## config.mk

```make
export PLATFORM = sky130hd
export DESIGN_NAME = cpuod_decode
export DESIGN_NICKNAME = d
export VERILOG_FILES = /design/src/include/cpuod_pkg.sv /design/src/core/cpuod_decode.sv
export SDC_FILE = /design/constraint.sdc
export NUM_CORES = 1
export LEC_CHECK = 0
export BUFFER_PORTS_ARGS = -buffer_cell sky130_fd_sc_hd__buf_2
export CAP_MARGIN = 20
export CORE_MARGIN = 2
export CORE_UTILIZATION = 47
export DETAILED_ROUTE_END_ITERATION = 16
export PLACE_DENSITY = 0.85
export SLEW_MARGIN = 40
export SYNTH_ARGS = -nofsm -noshare
export SYNTH_HDL_FRONTEND = slang
export SYNTH_SLANG_ARGS = --single-unit
```

## constraint.sdc

```tcl
create_clock -name core_clk_i -period 2.6 [get_ports core_clk_i]
set_input_delay 0.39 -clock core_clk_i [delete_from_list [all_inputs] [get_ports core_clk_i]]
set_output_delay 0.39 -clock core_clk_i [all_outputs]
set_load 0.01 [all_outputs]
```

## src/include/cpuod_pkg.sv

```systemverilog
// Constants and types for the operand and instruction decode subset
`default_nettype none
package cpuod_pkg;
  localparam logic [7:0]  JUMP_UNCOND_OP = 8'h8B;
  localparam logic [3:0]  JUMP_LOW_NIB   = 4'hB;
  localparam logic [7:0]  SUB_SHORT_LO   = 8'h32;
  localparam logic [7:0]  SUB_SHORT_HI   = 8'h37;
  localparam logic [7:0]  SUB_EXT_LO     = 8'h38;
  localparam logic [7:0]  SUB_EXT_HI     = 8'h39;
  localparam logic [15:0] PC_RESET       = 16'h0000;
  localparam logic [7:0]  FLAGS_RESET    = 8'h00;
  // Flag bit positions
  localparam int FLAG_C = 7;
  localparam int FLAG_Z = 6;
  localparam int FLAG_S = 5;
  localparam int FLAG_V = 4;
  localparam int FLAG_D = 3;
  localparam int FLAG_H = 2;
  // Condition codes; the upper eight are the inverses of the lower eight
  localparam logic [3:0] COND_F   = 4'h0;
  localparam logic [3:0] COND_LT  = 4'h1;
  localparam logic [3:0] COND_LE  = 4'h2;
  localparam logic [3:0] COND_ULE = 4'h3;
  localparam logic [3:0] COND_OV  = 4'h4;
  localparam logic [3:0] COND_MI  = 4'h5;
  localparam logic [3:0] COND_Z   = 4'h6;
  localparam logic [3:0] COND_C   = 4'h7;
  localparam logic [3:0] COND_T   = 4'h8;

  typedef enum logic [3:0] {
    CPUOD_KIND_NONE = 4'b0001,
    CPUOD_KIND_JMP  = 4'b0010,
    CPUOD_KIND_SUB  = 4'b0100,
    CPUOD_KIND_PASS = 4'b1000
  } cpuod_kind_e;
endpackage : cpuod_pkg
`default_nettype wire

```

## src/core/cpuod_decode.sv

```systemverilog
// Operand decode, relative jumps and subtract-with-borrow for the CPU subset
// Summary of operation
// RULE1 - The relative offset is a signed byte added to the address of the next instruction to form the new PC.
// RULE2 - Opcode 8B jumps always and opcodes 0B through FB jump only when their condition test is true.
// RULE3 - A bit-select operand is three bits wide and names bit zero through seven.
// RULE4 - Working register pair operands name only even indices zero to fourteen, an aligned pair.
// RULE5 - Plain and indirect register operands decode as an 8-bit index 00H to FFH.
// RULE6 - A wide file index decodes as a 12-bit register-file index 000H to FFFH.
// RULE7 - A register pair index is an even 8-bit index 00H to FEH addressing two consecutive bytes.
// RULE8 - A direct address operand carries a full 16-bit program address used as jump target.
// RULE9 - A literal byte is one byte from the instruction stream with any value.
// RULE10 - A polarity operand is a single bit, zero or one.
// RULE11 - Subtract with borrow writes dst minus src minus carry, computes C Z S V H and forces D to one.
// RULE12 - Flags are computed, kept, left undefined or forced per instruction encoding.
// RULE13 - Opcodes outside the subset pass on unchanged without touching flags or PC here.
`timescale 1ns/1ps
`default_nettype none
module cpuod_decode
  import cpuod_pkg::*;
(
  input  wire logic        core_clk_i,
  input  wire logic        arst_n_i,
  input  wire logic        instr_valid_i,
  input  wire logic [7:0]  opcode_i,
  input  wire logic [7:0]  operand1_i,
  input  wire logic [7:0]  operand2_i,
  input  wire logic [7:0]  operand3_i,
  input  wire logic [15:0] next_pc_i,
  input  wire logic [7:0]  dst_data_i,
  input  wire logic [7:0]  src_data_i,
  input  wire logic [7:0]  flags_i,
  output logic             pc_load_o,
  output logic [15:0]      pc_value_o,
  output logic             result_valid_o,
  output logic [7:0]       result_o,
  output logic [7:0]       flags_o,
  output logic             fwd_valid_o,
  output logic [7:0]       fwd_opcode_o,
  output logic [2:0]       bit_sel_o,
  output logic [3:0]       work_pair_o,
  output logic [7:0]       reg_index_o,
  output logic [11:0]      wide_index_o,
  output logic [7:0]       pair_index_o,
  output logic [15:0]      direct_addr_o,
  output logic [7:0]       literal_o,
  output logic             polarity_o
);

  ////////////////////////////////////////////////////////////////////////////
  // Reset release
  logic rst_meta_q;
  logic rst_n_q;
  always_ff @(posedge core_clk_i or negedge arst_n_i) begin
    if (!arst_n_i) begin
      rst_meta_q <= 1'b0;
      rst_n_q    <= 1'b0;
    end else begin
      rst_meta_q <= 1'b1;
      rst_n_q    <= rst_meta_q;
    end
  end

  ////////////////////////////////////////////////////////////////////////////
  // Helpers
  function automatic logic cond_true(input logic [3:0] test_code, input logic [7:0] f);
    logic c;
    logic z;
    logic s;
    logic v;
    logic r;
    c = f[FLAG_C];
    z = f[FLAG_Z];
    s = f[FLAG_S];
    v = f[FLAG_V];
    case (test_code[2:0])
      COND_F[2:0]:   r = 1'b0;
      COND_LT[2:0]:  r = s ^ v;
      COND_LE[2:0]:  r = z | (s ^ v);
      COND_ULE[2:0]: r = c | z;
      COND_OV[2:0]:  r = v;
      COND_MI[2:0]:  r = s;
      COND_Z[2:0]:   r = z;
      COND_C[2:0]:   r = c;
      default:       r = 1'b0;
    endcase
    // Upper half of the codes is the inverse of the lower half
    return test_code[3] ? ~r : r;
  endfunction : cond_true

  function automatic logic is_subtract(input logic [7:0] op);
    return (op >= SUB_SHORT_LO) && (op <= SUB_EXT_HI);
  endfunction : is_subtract

  ////////////////////////////////////////////////////////////////////////////
  // Execute
  cpuod_kind_e kind_q, kind_d;
  logic        pc_load_q, pc_load_d;
  logic [15:0] pc_value_q, pc_value_d;
  logic        result_valid_q, result_valid_d;
  logic [7:0]  result_q, result_d;
  logic [7:0]  flags_q, flags_d;
  logic        fwd_valid_q, fwd_valid_d;
  logic [7:0]  fwd_opcode_q, fwd_opcode_d;
  logic [2:0]  bit_sel_q, bit_sel_d;
  logic [3:0]  work_pair_q, work_pair_d;
  logic [7:0]  reg_index_q, reg_index_d;
  logic [11:0] wide_index_q, wide_index_d;
  logic [7:0]  pair_index_q, pair_index_d;
  logic [15:0] direct_addr_q, direct_addr_d;
  logic [7:0]  literal_q, literal_d;
  logic        polarity_q, polarity_d;

  logic [8:0]  diff;
  logic [4:0]  half;
  logic        is_jmp;
  logic        is_sub;

  always_comb begin
    kind_d         = CPUOD_KIND_NONE;
    pc_load_d      = 1'b0;
    pc_value_d     = pc_value_q;
    result_valid_d = 1'b0;
    result_d       = result_q;
    flags_d        = flags_q;
    fwd_valid_d    = 1'b0;
    fwd_opcode_d   = fwd_opcode_q;
    // RULE3 bit select field
    bit_sel_d      = operand1_i[3:1];
    // RULE4 aligned working pair
    work_pair_d    = {operand1_i[3:1], 1'b0};
    // RULE5 8-bit register index
    reg_index_d    = operand1_i;
    // RULE6 12-bit wide index
    wide_index_d   = {operand1_i[3:0], operand2_i};
    // RULE7 even pair index
    pair_index_d   = {operand1_i[7:1], 1'b0};
    // RULE8 full direct address
    direct_addr_d  = {operand1_i, operand2_i};
    // RULE9 literal byte passthrough
    literal_d      = operand2_i;
    // RULE10 single polarity bit
    polarity_d     = operand1_i[0];
    is_jmp         = (opcode_i[3:0] == JUMP_LOW_NIB);
    is_sub         = is_subtract(opcode_i);
    // RULE11 dst minus src minus carry
    diff = {1'b0, dst_data_i} - {1'b0, src_data_i} - {8'h00, flags_i[FLAG_C]};
    half = {1'b0, dst_data_i[3:0]} - {1'b0, src_data_i[3:0]} - {4'h0, flags_i[FLAG_C]};
    if (instr_valid_i) begin
      if (is_jmp) begin
        kind_d = CPUOD_KIND_JMP;
        // RULE2 unconditional or tested jump
        if ((opcode_i == JUMP_UNCOND_OP) || cond_true(opcode_i[7:4], flags_i)) begin
          pc_load_d  = 1'b1;
          // RULE1 signed offset from next PC
          pc_value_d = next_pc_i + {{8{operand1_i[7]}}, operand1_i};
        end
      end else if (is_sub) begin
        kind_d         = CPUOD_KIND_SUB;
        result_valid_d = 1'b1;
        result_d       = diff[7:0];
        // RULE12 computed, forced and kept flags
        flags_d              = flags_i;
        flags_d[FLAG_C]      = diff[8];
        flags_d[FLAG_Z]      = (diff[7:0] == 8'h00);
        flags_d[FLAG_S]      = diff[7];
        flags_d[FLAG_V]      = (dst_data_i[7] ^ src_data_i[7]) & (dst_data_i[7] ^ diff[7]);
        flags_d[FLAG_D]      = 1'b1;
        flags_d[FLAG_H]      = half[4];
      end else begin
        // RULE13 forward unknown opcodes
        kind_d       = CPUOD_KIND_PASS;
        fwd_valid_d  = 1'b1;
        fwd_opcode_d = opcode_i;
      end
    end
  end

  always_ff @(posedge core_clk_i or negedge rst_n_q) begin
    if (!rst_n_q) begin
      kind_q         <= CPUOD_KIND_NONE;
      pc_load_q      <= 1'b0;
      pc_value_q     <= PC_RESET;
      result_valid_q <= 1'b0;
      result_q       <= 8'h00;
      flags_q        <= FLAGS_RESET;
      fwd_valid_q    <= 1'b0;
      fwd_opcode_q   <= 8'h00;
      bit_sel_q      <= 3'h0;
      work_pair_q    <= 4'h0;
      reg_index_q    <= 8'h00;
      wide_index_q   <= 12'h000;
      pair_index_q   <= 8'h00;
      direct_addr_q  <= 16'h0000;
      literal_q      <= 8'h00;
      polarity_q     <= 1'b0;
    end else begin
      kind_q         <= kind_d;
      pc_load_q      <= pc_load_d;
      pc_value_q     <= pc_value_d;
      result_valid_q <= result_valid_d;
      result_q       <= result_d;
      flags_q        <= flags_d;
      fwd_valid_q    <= fwd_valid_d;
      fwd_opcode_q   <= fwd_opcode_d;
      bit_sel_q      <= bit_sel_d;
      work_pair_q    <= work_pair_d;
      reg_index_q    <= reg_index_d;
      wide_index_q   <= wide_index_d;
      pair_index_q   <= pair_index_d;
      direct_addr_q  <= direct_addr_d;
      literal_q      <= literal_d;
      polarity_q     <= polarity_d;
    end
  end

  assign pc_load_o      = pc_load_q;
  assign pc_value_o     = pc_value_q;
  assign result_valid_o = result_valid_q;
  assign result_o       = result_q;
  assign flags_o        = flags_q;
  assign fwd_valid_o    = fwd_valid_q;
  assign fwd_opcode_o   = fwd_opcode_q;
  assign bit_sel_o      = bit_sel_q;
  assign work_pair_o    = work_pair_q;
  assign reg_index_o    = reg_index_q;
  assign wide_index_o   = wide_index_q;
  assign pair_index_o   = pair_index_q;
  assign direct_addr_o  = direct_addr_q;
  assign literal_o      = literal_q;
  assign polarity_o     = polarity_q;

  ////////////////////////////////////////////////////////////////////////////
  // Checks
  property p_jump_uncond;
    @(posedge core_clk_i) disable iff (!rst_n_q)
    (instr_valid_i && opcode_i == JUMP_UNCOND_OP) |=> pc_load_o && kind_q == CPUOD_KIND_JMP;
  endproperty
  a_jump_uncond: assert property (p_jump_uncond) else $error("unconditional jump not taken"); // RULE2

  // Code zero never branches, so the flags must not matter at all here
  property p_jump_never;
    @(posedge core_clk_i) disable iff (!rst_n_q)
    (instr_valid_i && opcode_i == {COND_F, JUMP_LOW_NIB}) |=> !pc_load_o && kind_q == CPUOD_KIND_JMP;
  endproperty
  a_jump_never: assert property (p_jump_never) else $error("never-taken jump loaded the PC"); // RULE2

  property p_jump_target;
    @(posedge core_clk_i) disable iff (!rst_n_q)
    (instr_valid_i && opcode_i == JUMP_UNCOND_OP)
      |=> pc_value_o == $past(next_pc_i) + {{8{$past(operand1_i[7])}}, $past(operand1_i)};
  endproperty
  a_jump_target: assert property (p_jump_target) else $error("jump target wrong"); // RULE1

  property p_pc_only_jump;
    @(posedge core_clk_i) disable iff (!rst_n_q)
    pc_load_o |-> $past(instr_valid_i) && $past(opcode_i[3:0]) == JUMP_LOW_NIB && kind_q == CPUOD_KIND_JMP;
  endproperty
  a_pc_only_jump: assert property (p_pc_only_jump) else $error("PC loaded by non-jump"); // RULE13

  property p_sub_result;
    @(posedge core_clk_i) disable iff (!rst_n_q)
    (instr_valid_i && is_subtract(opcode_i))
      |=> result_valid_o && kind_q == CPUOD_KIND_SUB
        && result_o == 8'($past(dst_data_i) - $past(src_data_i) - {7'h00, $past(flags_i[FLAG_C])});
  endproperty
  a_sub_result: assert property (p_sub_result) else $error("subtract result wrong"); // RULE11

  // Borrows are stated as comparisons so that a wrong carry chain cannot agree with itself
  property p_sub_borrow;
    @(posedge core_clk_i) disable iff (!rst_n_q)
    (instr_valid_i && is_subtract(opcode_i))
      |=> flags_o[FLAG_C] == ({1'b0, $past(dst_data_i)}
                               < {1'b0, $past(src_data_i)} + {8'h00, $past(flags_i[FLAG_C])})
        && flags_o[FLAG_H] == ({1'b0, $past(dst_data_i[3:0])}
                               < {1'b0, $past(src_data_i[3:0])} + {4'h0, $past(flags_i[FLAG_C])})
        && flags_o[FLAG_V] == (($past(dst_data_i[7]) != $past(src_data_i[7]))
                               && (result_o[7] != $past(dst_data_i[7])));
  endproperty
  a_sub_borrow: assert property (p_sub_borrow) else $error("subtract borrow or overflow flag wrong"); // RULE11

  property p_sub_flags;
    @(posedge core_clk_i) disable iff (!rst_n_q)
    result_valid_o |-> flags_o[FLAG_D] && (flags_o[FLAG_Z] == (result_o == 8'h00)) && flags_o[FLAG_S] == result_o[7];
  endproperty
  a_sub_flags: assert property (p_sub_flags) else $error("subtract flags wrong"); // RULE12

  property p_fwd;
    @(posedge core_clk_i) disable iff (!rst_n_q)
    fwd_valid_o |-> fwd_opcode_o == $past(opcode_i) && $stable(flags_o) && !pc_load_o && kind_q == CPUOD_KIND_PASS;
  endproperty
  a_fwd: assert property (p_fwd) else $error("forwarded opcode altered state"); // RULE13

  property p_pair_even;
    @(posedge core_clk_i) disable iff (!rst_n_q)
    1'b1 |=> work_pair_o == {$past(operand1_i[3:1]), 1'b0} && pair_index_o == {$past(operand1_i[7:1]), 1'b0};
  endproperty
  a_pair_even: assert property (p_pair_even) else $error("pair index not aligned"); // RULE4

  property p_fields;
    @(posedge core_clk_i) disable iff (!rst_n_q)
    1'b1 |=> bit_sel_o == $past(operand1_i[3:1]) && reg_index_o == $past(operand1_i)
      && literal_o == $past(operand2_i) && polarity_o == $past(operand1_i[0]);
  endproperty
  a_fields: assert property (p_fields) else $error("operand field wrong"); // RULE3

  property p_wide;
    @(posedge core_clk_i) disable iff (!rst_n_q)
    1'b1 |=> wide_index_o == {$past(operand1_i[3:0]), $past(operand2_i)}
      && direct_addr_o == {$past(operand1_i), $past(operand2_i)};
  endproperty
  a_wide: assert property (p_wide) else $error("wide index wrong"); // RULE6

endmodule : cpuod_decode
`default_nettype wire

```

# Word-level counts from Yosys, hierarchy flattened
# Index checks and enable logic that the tools add are counted.
[word_totals] register_bits=100 input_bits=75 out_inout_bits=103 wordCells=61
[op_classes] n_addsub=5 n_lt_le_gt_ge=2 eq_ne=9 muxes=13 n_bitwise=9 reduce_logical=7
[op_table] op="$add A16 B16 Y16" n=1
[op_table] op="$eq A3 B3 Y1 const B" n=4
[op_table] op="$mux W1" n=12
[op_table] op="$reduce_and A3 Y1" n=3
[op_table] op="$sub A8 B8 Y9" n=1
[op_table] op="$sub A9 B1 Y9" n=1
[op_table] op="$eq A8 B8 Y1 const B" n=1
[op_table] op="$ge A8 B6 Y1 const B" n=1
[op_table] op="$le A8 B6 Y1 const B" n=1
[op_table] op="$logic_not A8 Y1" n=1
[op_table] op="$pmux W1 S8" n=1
[op_table] op="$eq A3 B2 Y1 const B" n=2
[op_table] op="$sub A4 B4 Y5" n=1
[op_table] op="$sub A5 B1 Y5" n=1
[op_table] op="$eq A4 B4 Y1 const B" n=1
[op_table] op="$eq A3 B1 Y1 const B" n=1
[op_table] op="$logic_not A3 Y1" n=1
[op_table] op="$not A1 Y1" n=3
[op_table] op="$xor A1 B1 Y1" n=3
[op_table] op="$or A1 B1 Y1" n=2
[op_table] op="$and A1 B1 Y1" n=1
[op_table] op="$logic_and A1 B1 Y1" n=1
[op_table] op="$logic_or A1 B1 Y1" n=1

# Longest topological paths before layout
[depth] depth_word=11 ltp_mapped=10

# Worst setup path after synthesis
# OpenSTA, ideal clock, no wires.
[synth_timing] path_kind="input to register" startpoint="in src_data_i[0]" endpoint="reg flags_q[6] (netlist: flags_o[6])" setup_ps=92 t_arrival_ps=2372 slack_ps=137 path_stages=10 path_buffers=0 path_cell_list="inv_1 fa_1 inv_1 ha_1 o21ai_0 a21oi_1 a211oi_1 xnor2_1 or4b_1 o31ai_2"
[synth_via] elab_chain_len=3
[synth_rtl] item="start: declaration" line="cpuod_decode.sv:30" rtl="input wire logic [7:0] src_data_i,"
[synth_rtl] item="$sub A8 B8 Y9" line="cpuod_decode.sv:146" rtl="diff = {1'b0, dst_data_i} - {1'b0, src_data_i} - {8'h00, flags_i[FLAG_C]};"
[synth_rtl] item="$sub A9 B1 Y9" line="cpuod_decode.sv:146"
[synth_rtl] item="$logic_not A8 Y1" line="cpuod_decode.sv:164" rtl="flags_d[FLAG_Z] = (diff[7:0] == 8'h00);"
[synth_rtl] item="end signal: assignment" line="cpuod_decode.sv:202" rtl="flags_q <= flags_d;"
[synth_rtl] item="end: declaration" line="cpuod_decode.sv:101" rtl="logic [7:0] flags_q, flags_d;"
# No other way between the ends.
# A chain may end at the register's enable or synchronous reset.

# Worst setup path after layout
[layout_timing] startpoint="in dst_data_i[0]" endpoint="reg flags_q[6] (netlist: flags_o[6])"
[layout_via] elab_chain_len=3
[layout_rtl] item="start: declaration" line="cpuod_decode.sv:29" rtl="input wire logic [7:0] dst_data_i,"
[layout_rtl] item="$sub A8 B8 Y9" line="cpuod_decode.sv:146"
[layout_rtl] item="$sub A9 B1 Y9" line="cpuod_decode.sv:146"
[layout_rtl] item="$logic_not A8 Y1" line="cpuod_decode.sv:164"
# No other way between the ends.

==> load_flow_metrics.sql <==
INSERT INTO impl_metrics (metric_group, metric, value, unit) VALUES
('floorplan', 'number_of_placement_rows', '32', ''),
('global_routing', 'grtUsageMet3', '4.31', '%'),
('timing', 'finalHoldWorstSlack', '0.157', 'ns'),
('critical_path', 'worstSetupEndpointType', 'register', ''),
('timing', 'final.setup_skew', '0.00423', 'ns'),
('synth', 'synthesis.yosys.warnings', '0', ''),
('placement', 'buffer_ports.inserted', '165', ''),
('critical_path', 'crit_path_max_delay_cell_type', 'fa_1', ''),
('final_layout', 'fillerInstances', '692', ''),
('synth', 'synthTopCellsByCount', 'dfrtp_1 (60), buf_4 (47), nand2_1 (44)', ''),
('critical_path', 'crit_family', 'compound AO/OA/AOI/OAI gates', ''),
('critical_path', 'crit_path_max_fanout', '2', ''),
('routing', 'final_antenna_net_count', '0', ''),
('routing', 'detailroute.via_count', '3151', ''),
('worst_hold_path', 'worst_hold_path_type', 'in -> reg', ''),
('synth', 'netlist_area', '0.00370', 'sq mm'),
('global_routing', 'first_pass_grt_wire_length', '13.4', 'mm'),
('timing', 'report.final.slew_viol_count', '0', ''),
('critical_path', 'critical_path_max_stage_delay', '0.56', 'ns'),
('timing', 'timing.final.hold_violations', '0', ''),
('critical_path', 'data_arrival_time_at_the_worst_slack_endpoint', '2.71', 'ns'),
('floorplan', 'die_w', '92.7', 'um'),
('placement', 'hpwlAfterDp', '6.83', 'mm'),
('routing', 'avgViaCountPerCell', '5.07', ''),
('final_layout', 'share_of_cells_above_drive_strength_1', '39.1', '%'),
('floorplan', 'die_area', '0.00860', 'sq mm'),
('timing', 'slew_headroom', '57.3', '%'),
('critical_path', 'cp.required', '2.84', 'ns'),
('routing', 'route.detailed.wl_per_inst', '13.5', 'um'),
('global_routing', 'pin_count_of_the_biggest_net_entering_global_routing', '28', ''),
('global_routing', 'antenna_violations_before_repair', '0', ''),
('global_routing', 'vias_in_the_first_global_route', '3072', ''),
('synth', 'asyncSetResetFlopFracSynth', '100', '%'),
('final_layout', 'utilization', '59.0', '%'),
('synth', 'synth-edff-count', '0', ''),
('timing', 'period_utilization_post_route', '94.8', '%'),
('status', 'run_status', 'complete, no violations', ''),
('cts', 'clock-sinks', '60', ''),
('cts', 'cts_max_level', '3', ''),
('synth', 'netlist.top_cell.by_area', 'dfrtp_1', ''),
('synth', 'yosys_reg_bits', '60', ''),
('synth', 'synthCells', '379', ''),
('global_routing', 'grt-busiest-layer', 'met2', ''),
('floorplan', 'starting_density', '48.1', '%'),
('synth', 'postSynth.topFlopCell', 'dfrtp_1', ''),
('critical_path', 'path_buf_inv', '2', ''),
('synth', 'synth-seq-area-share', '40.6', '%'),
('cts', 'clock_tree.root_cell', 'clkbuf_8', ''),
('synth', 'netlist.area_leader.share', '40.6', '%'),
('job', 'maxCapViolations', '0', ''),
('critical_path', 'crit_type', 'in -> reg', ''),
('timing', 'number_of_endpoints_failing_setup_at_the_final_stage', '0', ''),
('floorplan', 'core_region_area', '0.00769', 'sq mm'),
('floorplan', 'fp.dieH', '92.7', 'um'),
('timing', 'unrepaired_setup_endpoints_after_global_routing', 'no', ''),
('cts', 'worst_skew_pair.late_latency', '0.33', 'ns'),
('power_and_ir_drop', 'power.density_cell_area', '627', 'mW/mm^2'),
('final_layout', 'final_net_count', '621', ''),
('synth', 'netlist-cell-type-count', '49', ''),
('final_layout', 'antenna_cells_inserted', '0', ''),
('routing', 'drt-pass1-iter-count', '4', ''),
('global_routing', 'global_route.usage.met1', '22.3', '%'),
('cts', 'ctsResizeCount', '0', ''),
('global_routing', 'grt_use_met2', '34.7', '%'),
('timing', 'min_period', '2.47', 'ns'),
('synth', 'netlist_top_cells_area', 'dfrtp_1 (41%), ha_1 (9.8%), buf_4 (9.5%), nand2_1 (4.5%), o21ai_0 (3.8%)', ''),
('critical_path', 'worstSetupStartpointType', 'input port', ''),
('cts', 'clockBufferDepth', '2', ''),
('routing', 'total_drc_errors_in_the_routed_layout', '0', ''),
('timing', 'worst-slew-pin-transition', '0.634', 'ns'),
('floorplan', 'ios', '178', '');
==> where the power goes <==
group / internal, mW / switching, mW
sequential: 1.11 / 0.102
clock: 0.371 / 0.350
combinational: 0.418 / 0.496
==> registers in the layout (all words and copies together), names as in the netlist <==
register        cells
rst_n_q             1
pair_index_o        1
fwd_opcode_o        8
flags_o             8
literal_o           7
direct_addr_o       8
result_valid_o      1
result_o            7
pc_value_o         16
fwd_valid_o         1
pc_load_o           1
rst_meta_q          1
==> per-stage QoR <==
stage / total power, mW / instance area [sq um] / instances / setup WS (ns)
finish: 2.84 / 4530 / 621 / 0.134
global route: 3.05 / 4530 / 621 / 0.0527
CTS: 2.88 / 4530 / 621 / 0.157
detailed placement: 2.15 / 4360 / 604 / -0.187
global placement: 2.10 / 4360 / 604 / -0.0927
floorplan: 1.79 / 3700 / 380 / 0.137
==> cells by family (layout without fill, tap and decap cells) <==
group	count (synthesis)	after routing	synth area share, %
AO/OA/AOI/OAI	78	78	13.2
multiplexers	16	16	5.10
flip-flops	60	60	40.6
other	2	3	0.203
buffers and inverters	81	220	13.0
XOR/XNOR	23	23	5.44
adder cells (fa/ha/maj)	32	32	11.4
AND/OR/NAND/NOR	87	87	11.0
==> timing repair <==
action | CTS | global route
hold endpoints to repair | 2 | 0
buffers inserted | 0 | 0
hold buffers | 1 | 0
==> layout make-up <==
type / instances / area (sq um) / area share [%]
tap: 102 / 128 / 2.81
sequential: 60 / 1500 / 33.1
clock inverter: 2 / 10.0 / 0.221
clock buffer: 14 / 153 / 3.37
multi-input combinational: 239 / 1720 / 37.9
inverter: 30 / 113 / 2.48
timing repair buffer: 174 / 908 / 20.0
==> final timing paths <==
| kind | startpoint | to | slack [ns] | cells after the start |
|---|---|---|---|---|
| setup / recovery | dst_data_i[0] | flags_o[6]$_DFFE_PN0P_ | 0.13 | 10 |
| hold / removal | operand2_i[1] | literal_o[1]$_DFF_PN0_ | 0.16 | 1 |
| setup reg to reg | rst_n_q$_DFF_PN0_ | flags_o[5]$_DFFE_PN0P_ | 1.60 | 1 |
| hold reg to reg | rst_n_q$_DFF_PN0_ | pc_value_o[15]$_DFFE_PN0P_ | 0.27 | 0 |
| max in group asynchronous | rst_n_q$_DFF_PN0_ | flags_o[5]$_DFFE_PN0P_ | 1.60 | 1 |
| min in group asynchronous | rst_n_q$_DFF_PN0_ | pc_value_o[15]$_DFFE_PN0P_ | 0.27 | 0 |
==> routing by layer <==
metal | up-vias | part of all wire [%]
li1 | 1517 | -
met1 | 1481 | 40
met2 | 130 | 51
met3 | 23 | 6.2
met4 | 0 | 2.2
met5 | - | 0
==> cell usage in the layout (no fill, tap or decap), types with 5 or more instances in the layout <==
cell      netlist  layout
nand2_1        44      44
clkbuf_8        0      10
mux2_2         12      12
dfrtp_1        60      59
nand2b_1        5       5
xnor2_1        15      15
inv_1          30      30
nor2_1         15      15
ha_1           29      29
a21oi_1        15      15
xor2_1          8       8
buf_2           2     165
o21ai_0        28      28
buf_4          47       7
o211ai_1        6       6
Power figures use the tool's default switching activity.
